--- src/hdl/cise_defines.svh ---
/*
  Constants for the instruction subset execution unit: widths, depths,
  reset values. Assumes inclusion by bare name from the core.
*/
`ifndef CISE_DEFINES_SVH
`define CISE_DEFINES_SVH

`define CISE_DATA_W        8
`define CISE_PC_W          15
`define CISE_LATCH_W       7
`define CISE_FILE_AW       7
`define CISE_FILE_DEPTH    128
`define CISE_STACK_DEPTH   16
`define CISE_ZERO_BYTE     8'h00
`define CISE_ONE_BYTE      8'h01
`define CISE_PC_RST        15'h0000
`define CISE_PC_STEP       15'h0001
`define CISE_LATCH_RST     7'h00
`define CISE_DEST_ACC      1'b0
`define CISE_DEST_FILE     1'b1

`endif

--- src/hdl/cise_pkg.sv ---
/*
  Types for the instruction subset execution unit: opcodes and the
  sequencer states. Assumes cise_defines.svh is compiled with it.
*/
package cise_pkg;

  // instruction selector presented by the fetch/decode stage
  typedef enum logic [2:0] {
    CISE_OP_NOP,
    CISE_OP_CALL_VIA_ACCUMULATOR,
    CISE_OP_COMPLEMENT_FILE,
    CISE_OP_CLEAR_FILE_REGISTER,
    CISE_OP_CLEAR_ACCUMULATOR,
    CISE_OP_DECREMENT_FILE,
    CISE_OP_DECREMENT_SKIP_IF_NULL,
    CISE_OP_INCREMENT_SKIP_IF_NULL
  } cise_op_t;

  typedef enum logic [1:0] {
    CISE_ST_EXEC,
    CISE_ST_CALL2,
    CISE_ST_FLUSH
  } cise_state_t;

endpackage

--- src/hdl/cise_exec.sv ---
/*
  Execution unit for a subset of an 8-bit core's instructions: computed
  call through the accumulator, complement, clears, decrement and the
  increment/decrement skip-if-zero operations on a 128-byte file.
  Assumes decode logic on the same clock presents one instruction with a
  valid strobe and holds it until ready_o is seen high.
*/
`timescale 1ns/1ps
`include "cise_defines.svh"

module cise_exec #(
  parameter int STACK_DEPTH = `CISE_STACK_DEPTH
) (
  // clock and reset
  input  wire logic                       clk_i,
  input  wire logic                       rst_i,
  // instruction from decode
  input  wire logic                       instr_valid_i,
  input  wire cise_pkg::cise_op_t         instr_op_i,
  input  wire logic [`CISE_FILE_AW-1:0]   instr_addr_i,
  input  wire logic                       instr_dest_i,
  // side loads from the rest of the core
  input  wire logic                       acc_load_i,
  input  wire logic [`CISE_DATA_W-1:0]    acc_load_data_i,
  input  wire logic                       latch_load_i,
  input  wire logic [`CISE_LATCH_W-1:0]   latch_load_data_i,
  input  wire logic                       file_load_i,
  input  wire logic [`CISE_FILE_AW-1:0]   file_load_addr_i,
  input  wire logic [`CISE_DATA_W-1:0]    file_load_data_i,
  // file inspection port
  input  wire logic [`CISE_FILE_AW-1:0]   file_rd_addr_i,
  output logic      [`CISE_DATA_W-1:0]    file_rd_data_o,
  // core state
  output logic                            ready_o,
  output logic      [`CISE_DATA_W-1:0]    acc_o,
  output logic                            zero_o,
  output logic      [`CISE_PC_W-1:0]      pc_o,
  output logic      [`CISE_LATCH_W-1:0]   latch_o,
  output logic      [`CISE_PC_W-1:0]      stack_top_o,
  output logic                            push_o,
  output logic                            skip_o
);

  localparam int SP_W = (STACK_DEPTH > 1) ? $clog2(STACK_DEPTH) : 1;

  logic [`CISE_DATA_W-1:0] file_mem [`CISE_FILE_DEPTH];
  logic [`CISE_PC_W-1:0]   stack_mem [STACK_DEPTH];

  cise_pkg::cise_state_t   state_r;
  cise_pkg::cise_state_t   state_nxt;
  logic [`CISE_DATA_W-1:0] acc_r;
  logic                    zero_r;
  logic [`CISE_PC_W-1:0]   pc_r;
  logic [`CISE_PC_W-1:0]   pc_nxt;
  logic [`CISE_LATCH_W-1:0] latch_r;
  logic [`CISE_PC_W-1:0]   stack_top_r;
  logic [SP_W-1:0]         sp_r;
  logic                    push_r;
  logic                    skip_r;
  logic                    ready_r;
  logic [`CISE_DATA_W-1:0] rd_data_r;

  // decode
  wire take = instr_valid_i && (state_r == cise_pkg::CISE_ST_EXEC);
  wire op_call = (instr_op_i == cise_pkg::CISE_OP_CALL_VIA_ACCUMULATOR);
  wire op_complement_file = (instr_op_i == cise_pkg::CISE_OP_COMPLEMENT_FILE);
  wire op_clear_file_register = (instr_op_i == cise_pkg::CISE_OP_CLEAR_FILE_REGISTER);
  wire op_clear_accumulator = (instr_op_i == cise_pkg::CISE_OP_CLEAR_ACCUMULATOR);
  wire op_decrement_file = (instr_op_i == cise_pkg::CISE_OP_DECREMENT_FILE);
  wire op_dsz  = (instr_op_i == cise_pkg::CISE_OP_DECREMENT_SKIP_IF_NULL);
  wire op_isz  = (instr_op_i == cise_pkg::CISE_OP_INCREMENT_SKIP_IF_NULL);
  wire op_routed = op_complement_file || op_decrement_file || op_dsz || op_isz;

  // datapath
  wire [`CISE_DATA_W-1:0] operand = file_mem[instr_addr_i];
  wire [`CISE_DATA_W-1:0] res_inv = ~operand;
  wire [`CISE_DATA_W-1:0] res_dec = operand - `CISE_ONE_BYTE;
  wire [`CISE_DATA_W-1:0] res_inc = operand + `CISE_ONE_BYTE;
  wire [`CISE_DATA_W-1:0] result  = op_complement_file              ? res_inv :
                                    (op_decrement_file || op_dsz)  ? res_dec :
                                    op_isz               ? res_inc :
                                                           `CISE_ZERO_BYTE;
  wire res_zero = (result == `CISE_ZERO_BYTE);

  // destination routing
  wire to_file = take && (op_clear_file_register ||
                 (op_routed && instr_dest_i == `CISE_DEST_FILE));
  wire to_acc  = take && (op_clear_accumulator ||
                 (op_routed && instr_dest_i == `CISE_DEST_ACC));

  // zero flag: clears force it, complement and decrement follow the result, others leave it
  wire z_force  = take && (op_clear_file_register || op_clear_accumulator);
  wire z_follow = take && (op_complement_file || op_decrement_file);
  wire skip_hit = take && (op_dsz || op_isz) && res_zero;
  wire call_go  = take && op_call;

  wire [`CISE_PC_W-1:0] pc_inc    = pc_r + `CISE_PC_STEP;
  wire [`CISE_PC_W-1:0] call_dest = {latch_r, acc_r};

  always_comb begin
    state_nxt = state_r;
    pc_nxt    = pc_r;
    case (state_r)
      cise_pkg::CISE_ST_EXEC: begin
        if (call_go) begin
          state_nxt = cise_pkg::CISE_ST_CALL2;
        end else if (take) begin
          pc_nxt = pc_inc;
          if (skip_hit) begin
            state_nxt = cise_pkg::CISE_ST_FLUSH;
          end
        end
      end
      cise_pkg::CISE_ST_CALL2: begin
        pc_nxt    = call_dest;
        state_nxt = cise_pkg::CISE_ST_EXEC;
      end
      cise_pkg::CISE_ST_FLUSH: begin
        // the discarded instruction's slot still advances past it
        pc_nxt    = pc_inc;
        state_nxt = cise_pkg::CISE_ST_EXEC;
      end
      default: begin
        state_nxt = cise_pkg::CISE_ST_EXEC;
      end
    endcase
  end

  always_ff @(posedge clk_i or posedge rst_i) begin
    if (rst_i) begin
      state_r <= cise_pkg::CISE_ST_EXEC;
      pc_r    <= `CISE_PC_RST;
    end else begin
      state_r <= state_nxt;
      pc_r    <= pc_nxt;
    end
  end

  // ready is a flop copy of the next state, so the port carries no decode glitch
  always_ff @(posedge clk_i or posedge rst_i) begin
    if (rst_i) begin
      ready_r <= 1'b1;
    end else begin
      ready_r <= (state_nxt == cise_pkg::CISE_ST_EXEC);
    end
  end

  // accumulator: instruction result has priority over a side load
  always_ff @(posedge clk_i or posedge rst_i) begin
    if (rst_i) begin
      acc_r <= `CISE_ZERO_BYTE;
    end else if (to_acc) begin
      acc_r <= result;
    end else if (acc_load_i && !take) begin
      acc_r <= acc_load_data_i;
    end
  end

  // call and skip operations leave the flag alone
  always_ff @(posedge clk_i or posedge rst_i) begin
    if (rst_i) begin
      zero_r <= 1'b0;
    end else if (z_force) begin
      zero_r <= 1'b1;
    end else if (z_follow) begin
      zero_r <= res_zero;
    end
  end

  always_ff @(posedge clk_i or posedge rst_i) begin
    if (rst_i) begin
      latch_r <= `CISE_LATCH_RST;
    end else if (latch_load_i) begin
      latch_r <= latch_load_data_i;
    end
  end

  // file has no reset; it is data memory, preloaded by the core
  always_ff @(posedge clk_i) begin
    if (to_file) begin
      file_mem[instr_addr_i] <= result;
    end else if (file_load_i) begin
      file_mem[file_load_addr_i] <= file_load_data_i;
    end
  end

  // return stack: wraps silently, overflow handling lives elsewhere
  always_ff @(posedge clk_i) begin
    if (call_go) begin
      stack_mem[sp_r] <= pc_inc;
    end
  end

  always_ff @(posedge clk_i or posedge rst_i) begin
    if (rst_i) begin
      sp_r        <= '0;
      stack_top_r <= `CISE_PC_RST;
      push_r      <= 1'b0;
    end else begin
      push_r <= call_go;
      if (call_go) begin
        sp_r        <= sp_r + SP_W'(1);
        stack_top_r <= pc_inc;
      end
    end
  end

  always_ff @(posedge clk_i or posedge rst_i) begin
    if (rst_i) begin
      skip_r    <= 1'b0;
      rd_data_r <= `CISE_ZERO_BYTE;
    end else begin
      skip_r    <= skip_hit;
      rd_data_r <= file_mem[file_rd_addr_i];
    end
  end

  assign ready_o        = ready_r;
  assign acc_o          = acc_r;
  assign zero_o         = zero_r;
  assign pc_o           = pc_r;
  assign latch_o        = latch_r;
  assign stack_top_o    = stack_top_r;
  assign push_o         = push_r;
  assign skip_o         = skip_r;
  assign file_rd_data_o = rd_data_r;

endmodule

--- config.mk ---
export PLATFORM = sky130hd
export DESIGN_NAME = cise_exec
export DESIGN_NICKNAME = d
export VERILOG_FILES = /design/src/hdl/cise_pkg.sv /design/src/hdl/cise_exec.sv
export VERILOG_INCLUDE_DIRS = /design/src /design/src/hdl
export SDC_FILE = /design/constraint.sdc
export NUM_CORES = 1
export LEC_CHECK = 0
export BUFFER_PORTS_ARGS = -buffer_cell sky130_fd_sc_hd__buf_2
export CORE_UTILIZATION = 35
export DETAILED_ROUTE_END_ITERATION = 7
export SYNTH_ARGS = -nofsm -noshare
export SYNTH_HDL_FRONTEND = slang
export SYNTH_SLANG_ARGS = --single-unit
--- constraint.sdc ---
create_clock -name clk_i -period 19 [get_ports clk_i]
set_input_delay 1.9 -clock clk_i [delete_from_list [all_inputs] [get_ports clk_i]]
set_output_delay 1.9 -clock clk_i [all_outputs]
set_load 0.01 [all_outputs]
Word-level counts from Yosys, hierarchy flattened
Memory sizes are Yosys's and may differ from the RTL's. A register that Yosys moved wholly into a read port is not among the register bits.
Index checks and enable logic that the tools add are counted.

word-level totals
  bits in registers = 51
  output and inout port bits = 57
  memories kept = 1
  logic and storage cells = 76
  RAM bits = 1,024

memories
  memory    depth  width  rd ports  clocked after memory_dff  write ports  line             RTL
  file_mem  128    8      2         1                         1            cise_exec.sv:46  logic [`CISE_DATA_W-1:0] file_mem [`CISE_FILE_DEPTH];

operators by class
  equality and inequality tests = 11
  add/sub/neg operators = 3
  muxes and demuxes = 22
  reductions and logical operators = 28
  bitwise operators = 2

operators with widths
  operator                 number
  $mux W8                  6
  $pmux W15 S3             1
  $mux W15                 2
  $add A15 B1 Y15 const B  1
  $eq A3 B3 Y1 const B     4
  $logic_and A1 B1 Y1      11
  $add A8 B1 Y8 const B    1
  $logic_not A8 Y1         1
  $logic_or A1 B1 Y1       8
  $mux W1                  8
  $mux W2                  4
  $not A8 Y8               1
  $reduce_or A8 Y1         1
  $sub A8 B1 Y8 const B    1
  $mux W7                  1
  $eq A3 B2 Y1 const B     2
  $logic_not A2 Y1         2
  $ne A2 B2 Y1 const B     2
  $reduce_bool A2 Y1       2
  $eq A3 B1 Y1 const B     1
  $reduce_and A3 Y1        1
  $reduce_bool A3 Y1       1
  $eq A2 B1 Y1 const B     1
  $eq A2 B2 Y1 const B     1
  other kinds (2)          2

Depth between registers and ports, before layout
An unclocked memory read counts as a cell.

  depth in word-level cells = 12
  gate-level depth with buffers = 19
  gate-level depth less buffers = 15

Worst setup path before layout
OpenSTA, ideal clock, no wires.

  path type = input-to-reg
  start point = input instr_addr_i[0]
  end point = memory file_mem[0][0] (netlist name) (data pin)
  buffers on the path = 2
  data arrival time = 9.107 ns
  path slack = 8.696 ns
  cell stages on the path = 8
  cell sequence = buf_4 buf_6 mux4_2 mux4_2 mux4_2 mux2i_4 o21ai_0 o21ai_0

between the ends
  cells in the longest elaborated chain, start to end = 6
  elaborated cells on any way between the ends = 8

RTL lines
  what                              line             RTL
  from (decl)                       cise_exec.sv:20  input wire logic [`CISE_FILE_AW-1:0] instr_addr_i,
  $mem_v2 Z128 W8 *                 --
  $add A8 B1 Y8 (no line)           --
  $mux W8 (no line) (2 in a row)    --
  $mux W8 (no line) * (2 in a row)  --
  to (decl)                         cise_exec.sv:46

Every way passes the cells marked *; elsewhere a longest branch is shown, timed or not.

Worst setup path in the final report
  start point = input instr_addr_i[0]
  end point = memory file_mem[79][7] (netlist name) (data pin)

The elaborated chain is that of the path after synthesis.

==> metrics.txt <==
outcome complete, no violations; WHS Path Cells 2; Min-Delay Path Class register to register; R2R Setup Slk 13040 ps; Worst Max-Slew Pin Slew 1380 ps; Worst Path Max Fanout 97; antenna violations before repair 13; leakage power approximately 18 nW; post-route cell area 58000 µm²; WL/cell 32.2 µm; first-pass GRT wire length 221 mm; Die H 385 µm; htree depth 3; hold path start stack_top_o[13]; CP Launch Point instr_addr_i[0]; final slew viol count 0; total number of vias approximately 29000; vias per cell 6.12; Num Clock Sinks about 1100; EDFF count, synth 1024; overall routing resource usage 0.210; Clock transition at path regs 60 ps; Maximum Capacitance Violations 0; IR drop worst, VDD 0.0701 mV; kind of critical path input pin to register; Die X about 390 µm; fraction of registers with async set/reset 0.0545; Clk pwr share 0.394; # rows 140; total power per unit cell area 97.0 nW/µm²; min Tclk post-route 8390 ps; hold_ws 473 ps; CP cell instances buf_8 -> buf_12 -> inv_2 -> buf_4 -> mux2i_1 -> a221oi_1 -> a22oi_1 -> nand3_1 -> nor4b_2 -> nand3_1 -> o311ai_0 -> or3_1 -> nor2_1 -> nor2_4 -> buf_4; area of the die 148000 µm²; placed insts 4600; Slowest-stage cell, CP a22oi_1; CTS buffer count 115; Synth cell types 72; vias in the first global route ~29000; Initial Util 0.353; CP peak stage delay 780 ps; Total Power between 5 and 6 mW; non-filler instance count after layout between 4000 and 5000; #FFs+latches synth 1083; final antenna-violating net count 0; clock root buffer clkbuf_16; final wirelength 155 mm; Worst setup EP type register; post-cts sizing count 0; DR iter-0 viols between 3000 and 4000; RR Endpoint file_mem[79][7]; num ports 111; later-pin clock latency in the skew report 750 ps; Internal 4.23 mW; drt first pass iters 5; Worst Hold Endpoint stack_top_o[13]; I/O Buffers between 100 and 150; Arrival @ worst endpoint 8780 ps; RSZ-0062 raised after global routing no; Final Setup Violations 0; Post-Syn Instances 2671; Fin Setup TNS 0 ps; Hold Buf Count CTS 0; sequential element share of the synthesized area 0.627; Layout Skew 37.8 ps; yosys warns 0; core box area between 100000 and 150000 µm²; DRC 0; Syn Nets 2728; Startpoint Class input pin; Final Hold Viols 0; Sw Share 0.249; Sequential Power Share 0.491; CTS tree done; Mapped Area 51400 µm²; Synth Flop Type edfxtp_1; Final Cycle Share 0.441; nets@finish 2857; FF-to-FF Start file_mem[114][3]; largest net degree at the start of global routing 129; DP Area 54300 µm²; layout cells sized above 1 0.350; Detail Placement HPWL 99.7 mm; Fillers 12900; Final Wtd Congestion 0.932; CP required 19400 ps; NetSw 1.40 mW; Syn Area/Cell 19.3 µm²; CTS max path bufs 3; gr ovfl total 0; P&R area growth vs syn 12.7%; slew margin rel. 0.0797; Setup Fix Bufs, Post-CTS 0; Comb power frac 0.115; Max Freq 119 MHz; FF-to-FF path depth 12
routing by layer:
metal | GRT usage | wire length, µm
met5 | 0 | 78
met2 | 0.317 | 70500
met4 | 0.0667 | 5150
met1 | 0.298 | 63600
met3 | 0.0507 | 15600
power by group through the flow:
| stage | clock network [mW] | logic (mW) | registers [mW] |
|---|---|---|---|
| final | 2.22 | 0.647 | 2.76 |
| after floorplan | 0 | 0.379 | 2.84 |
| after detailed placement | 0 | 0.643 | 2.81 |
| after global routing | 2.33 | 0.685 | 2.77 |
| after global placement | 0 | 0.638 | 2.81 |
| after CTS | 2.25 | 0.643 | 2.76 |
per-stage QoR:
step           utilization  worst slack [ps]
2_1_floorplan            -              8700
3_3_place_gp         0.373             10240
3_5_place_dp         0.373             10180
4_1_cts              0.398             10960
5_1_grt              0.398             10230
6_report             0.398             10610
cell usage after synthesis (11+ instances only):
cell type | count | area share
nor2b_1 | 12 | 0.0015
buf_6 | 14 | 0.0031
mux2_2 | 20 | 0.0044
a221oi_1 | 11 | 0.0019
nor3_1 | 11 | 0.0011
nand2_1 | 103 | 0.0075
and3_1 | 16 | 0.0019
a21oi_1 | 38 | 0.0037
nand3_1 | 36 | 0.0035
mux2i_1 | 88 | 0.017
o21ai_0 | 55 | 0.0054
buf_2 | 29 | 0.0028
a22oi_1 | 39 | 0.0057
buf_1 | 36 | 0.0026
nor2_1 | 201 | 0.015
inv_1 | 15 | 0.0011
dfrtp_1 | 58 | 0.028
clkbuf_1 | 92 | 0.0067
mux4_2 | 597 | 0.26
buf_4 | 26 | 0.0038
edfxtp_1 | 1024 | 0.60
xnor2_1 | 14 | 0.0024
cells by family (layout without fill, tap and decap cells):
logic type,Yosys count,count (layout),share of synthesized area
flops,1083,1083,0.627
buf+inv,217,436,0.0205
simple gates,424,424,0.0366
compound gates,221,221,0.0291
mux,706,706,0.283
xor+xnor,17,17,0.00290
other cells,0,4,0
fa+ha+maj,3,3,0.000730
registers in the layout (all words and copies together), names as in the netlist:
register	count
file_rd_data_o	8
acc_o	8
latch_o	7
ready_o	1
zero_o	1
file_mem	1024
push_o	1
state_r	2
pc_o	15
stack_top_o	15
skip_o	1
worst max-delay path by stage:
stage                       to  slack, ps  cells past startpoint
2_1_floorplan   file_mem[0][0]       8700                      8
3_3_place_gp   file_mem[76][7]      10240                     14
3_5_place_dp   file_mem[92][7]      10180                     14
4_1_cts        file_mem[93][7]      10960                     14
5_1_grt        file_mem[91][7]      10230                     15
6_report       file_mem[79][7]      10610                     15
cell type report:
type | count | area [µm²] | share of cell area
multi-input combinational | 1371 | 18200 | 0.314
tap | 1917 | 2400 | 0.0414
timing repair buffer | 209 | 1400 | 0.0242
inverter | 20 | 75.1 | 0.00130
antenna | 4 | 10.0 | 0.000173
clock buffer | 142 | 3040 | 0.0525
clock inverter | 65 | 602 | 0.0104
sequential | 1083 | 32200 | 0.556
placed cells by master, fill, tap and decap left out, types with 5 or more instances in the layout:
cell type  count
o22ai_1        7
edfxtp_1    1024
a2111oi_0      8
buf_2        102
a21o_1         6
o31ai_1        9
bufinv_16     10
clkinv_2      22
clkbuf_16    118
buf_8          5
mux2i_1       88
nor2_1       196
o211ai_1       5
and2_1         6
xnor2_1       14
nand2b_1       7
a21oi_1       36
a22oi_1       39
dfrtp_1       58
mux2_2        20
nand2_1      103
buf_4         98
nand3_1       36
o21ai_0       54
and3_1        16
clkbuf_1      24
clkinv_1      25
nand4_1        5
nor2b_1       11
nor2_4         6
mux4_2       597
nor3_1        11
a221oi_1      11
o211a_1        6
inv_1         14
a31oi_1        5
critical path, delay by kind of cell:
| kind | cells | cell delay, ps |
|---|---|---|
| buffers and inverters | 5 | 2650 |
| AOI/OAI and AO/OA | 3 | 1240 |
| muxes | 1 | 230 |
| and+or+nand+nor | 6 | 2350 |
(Power assumes the default switching activity.)
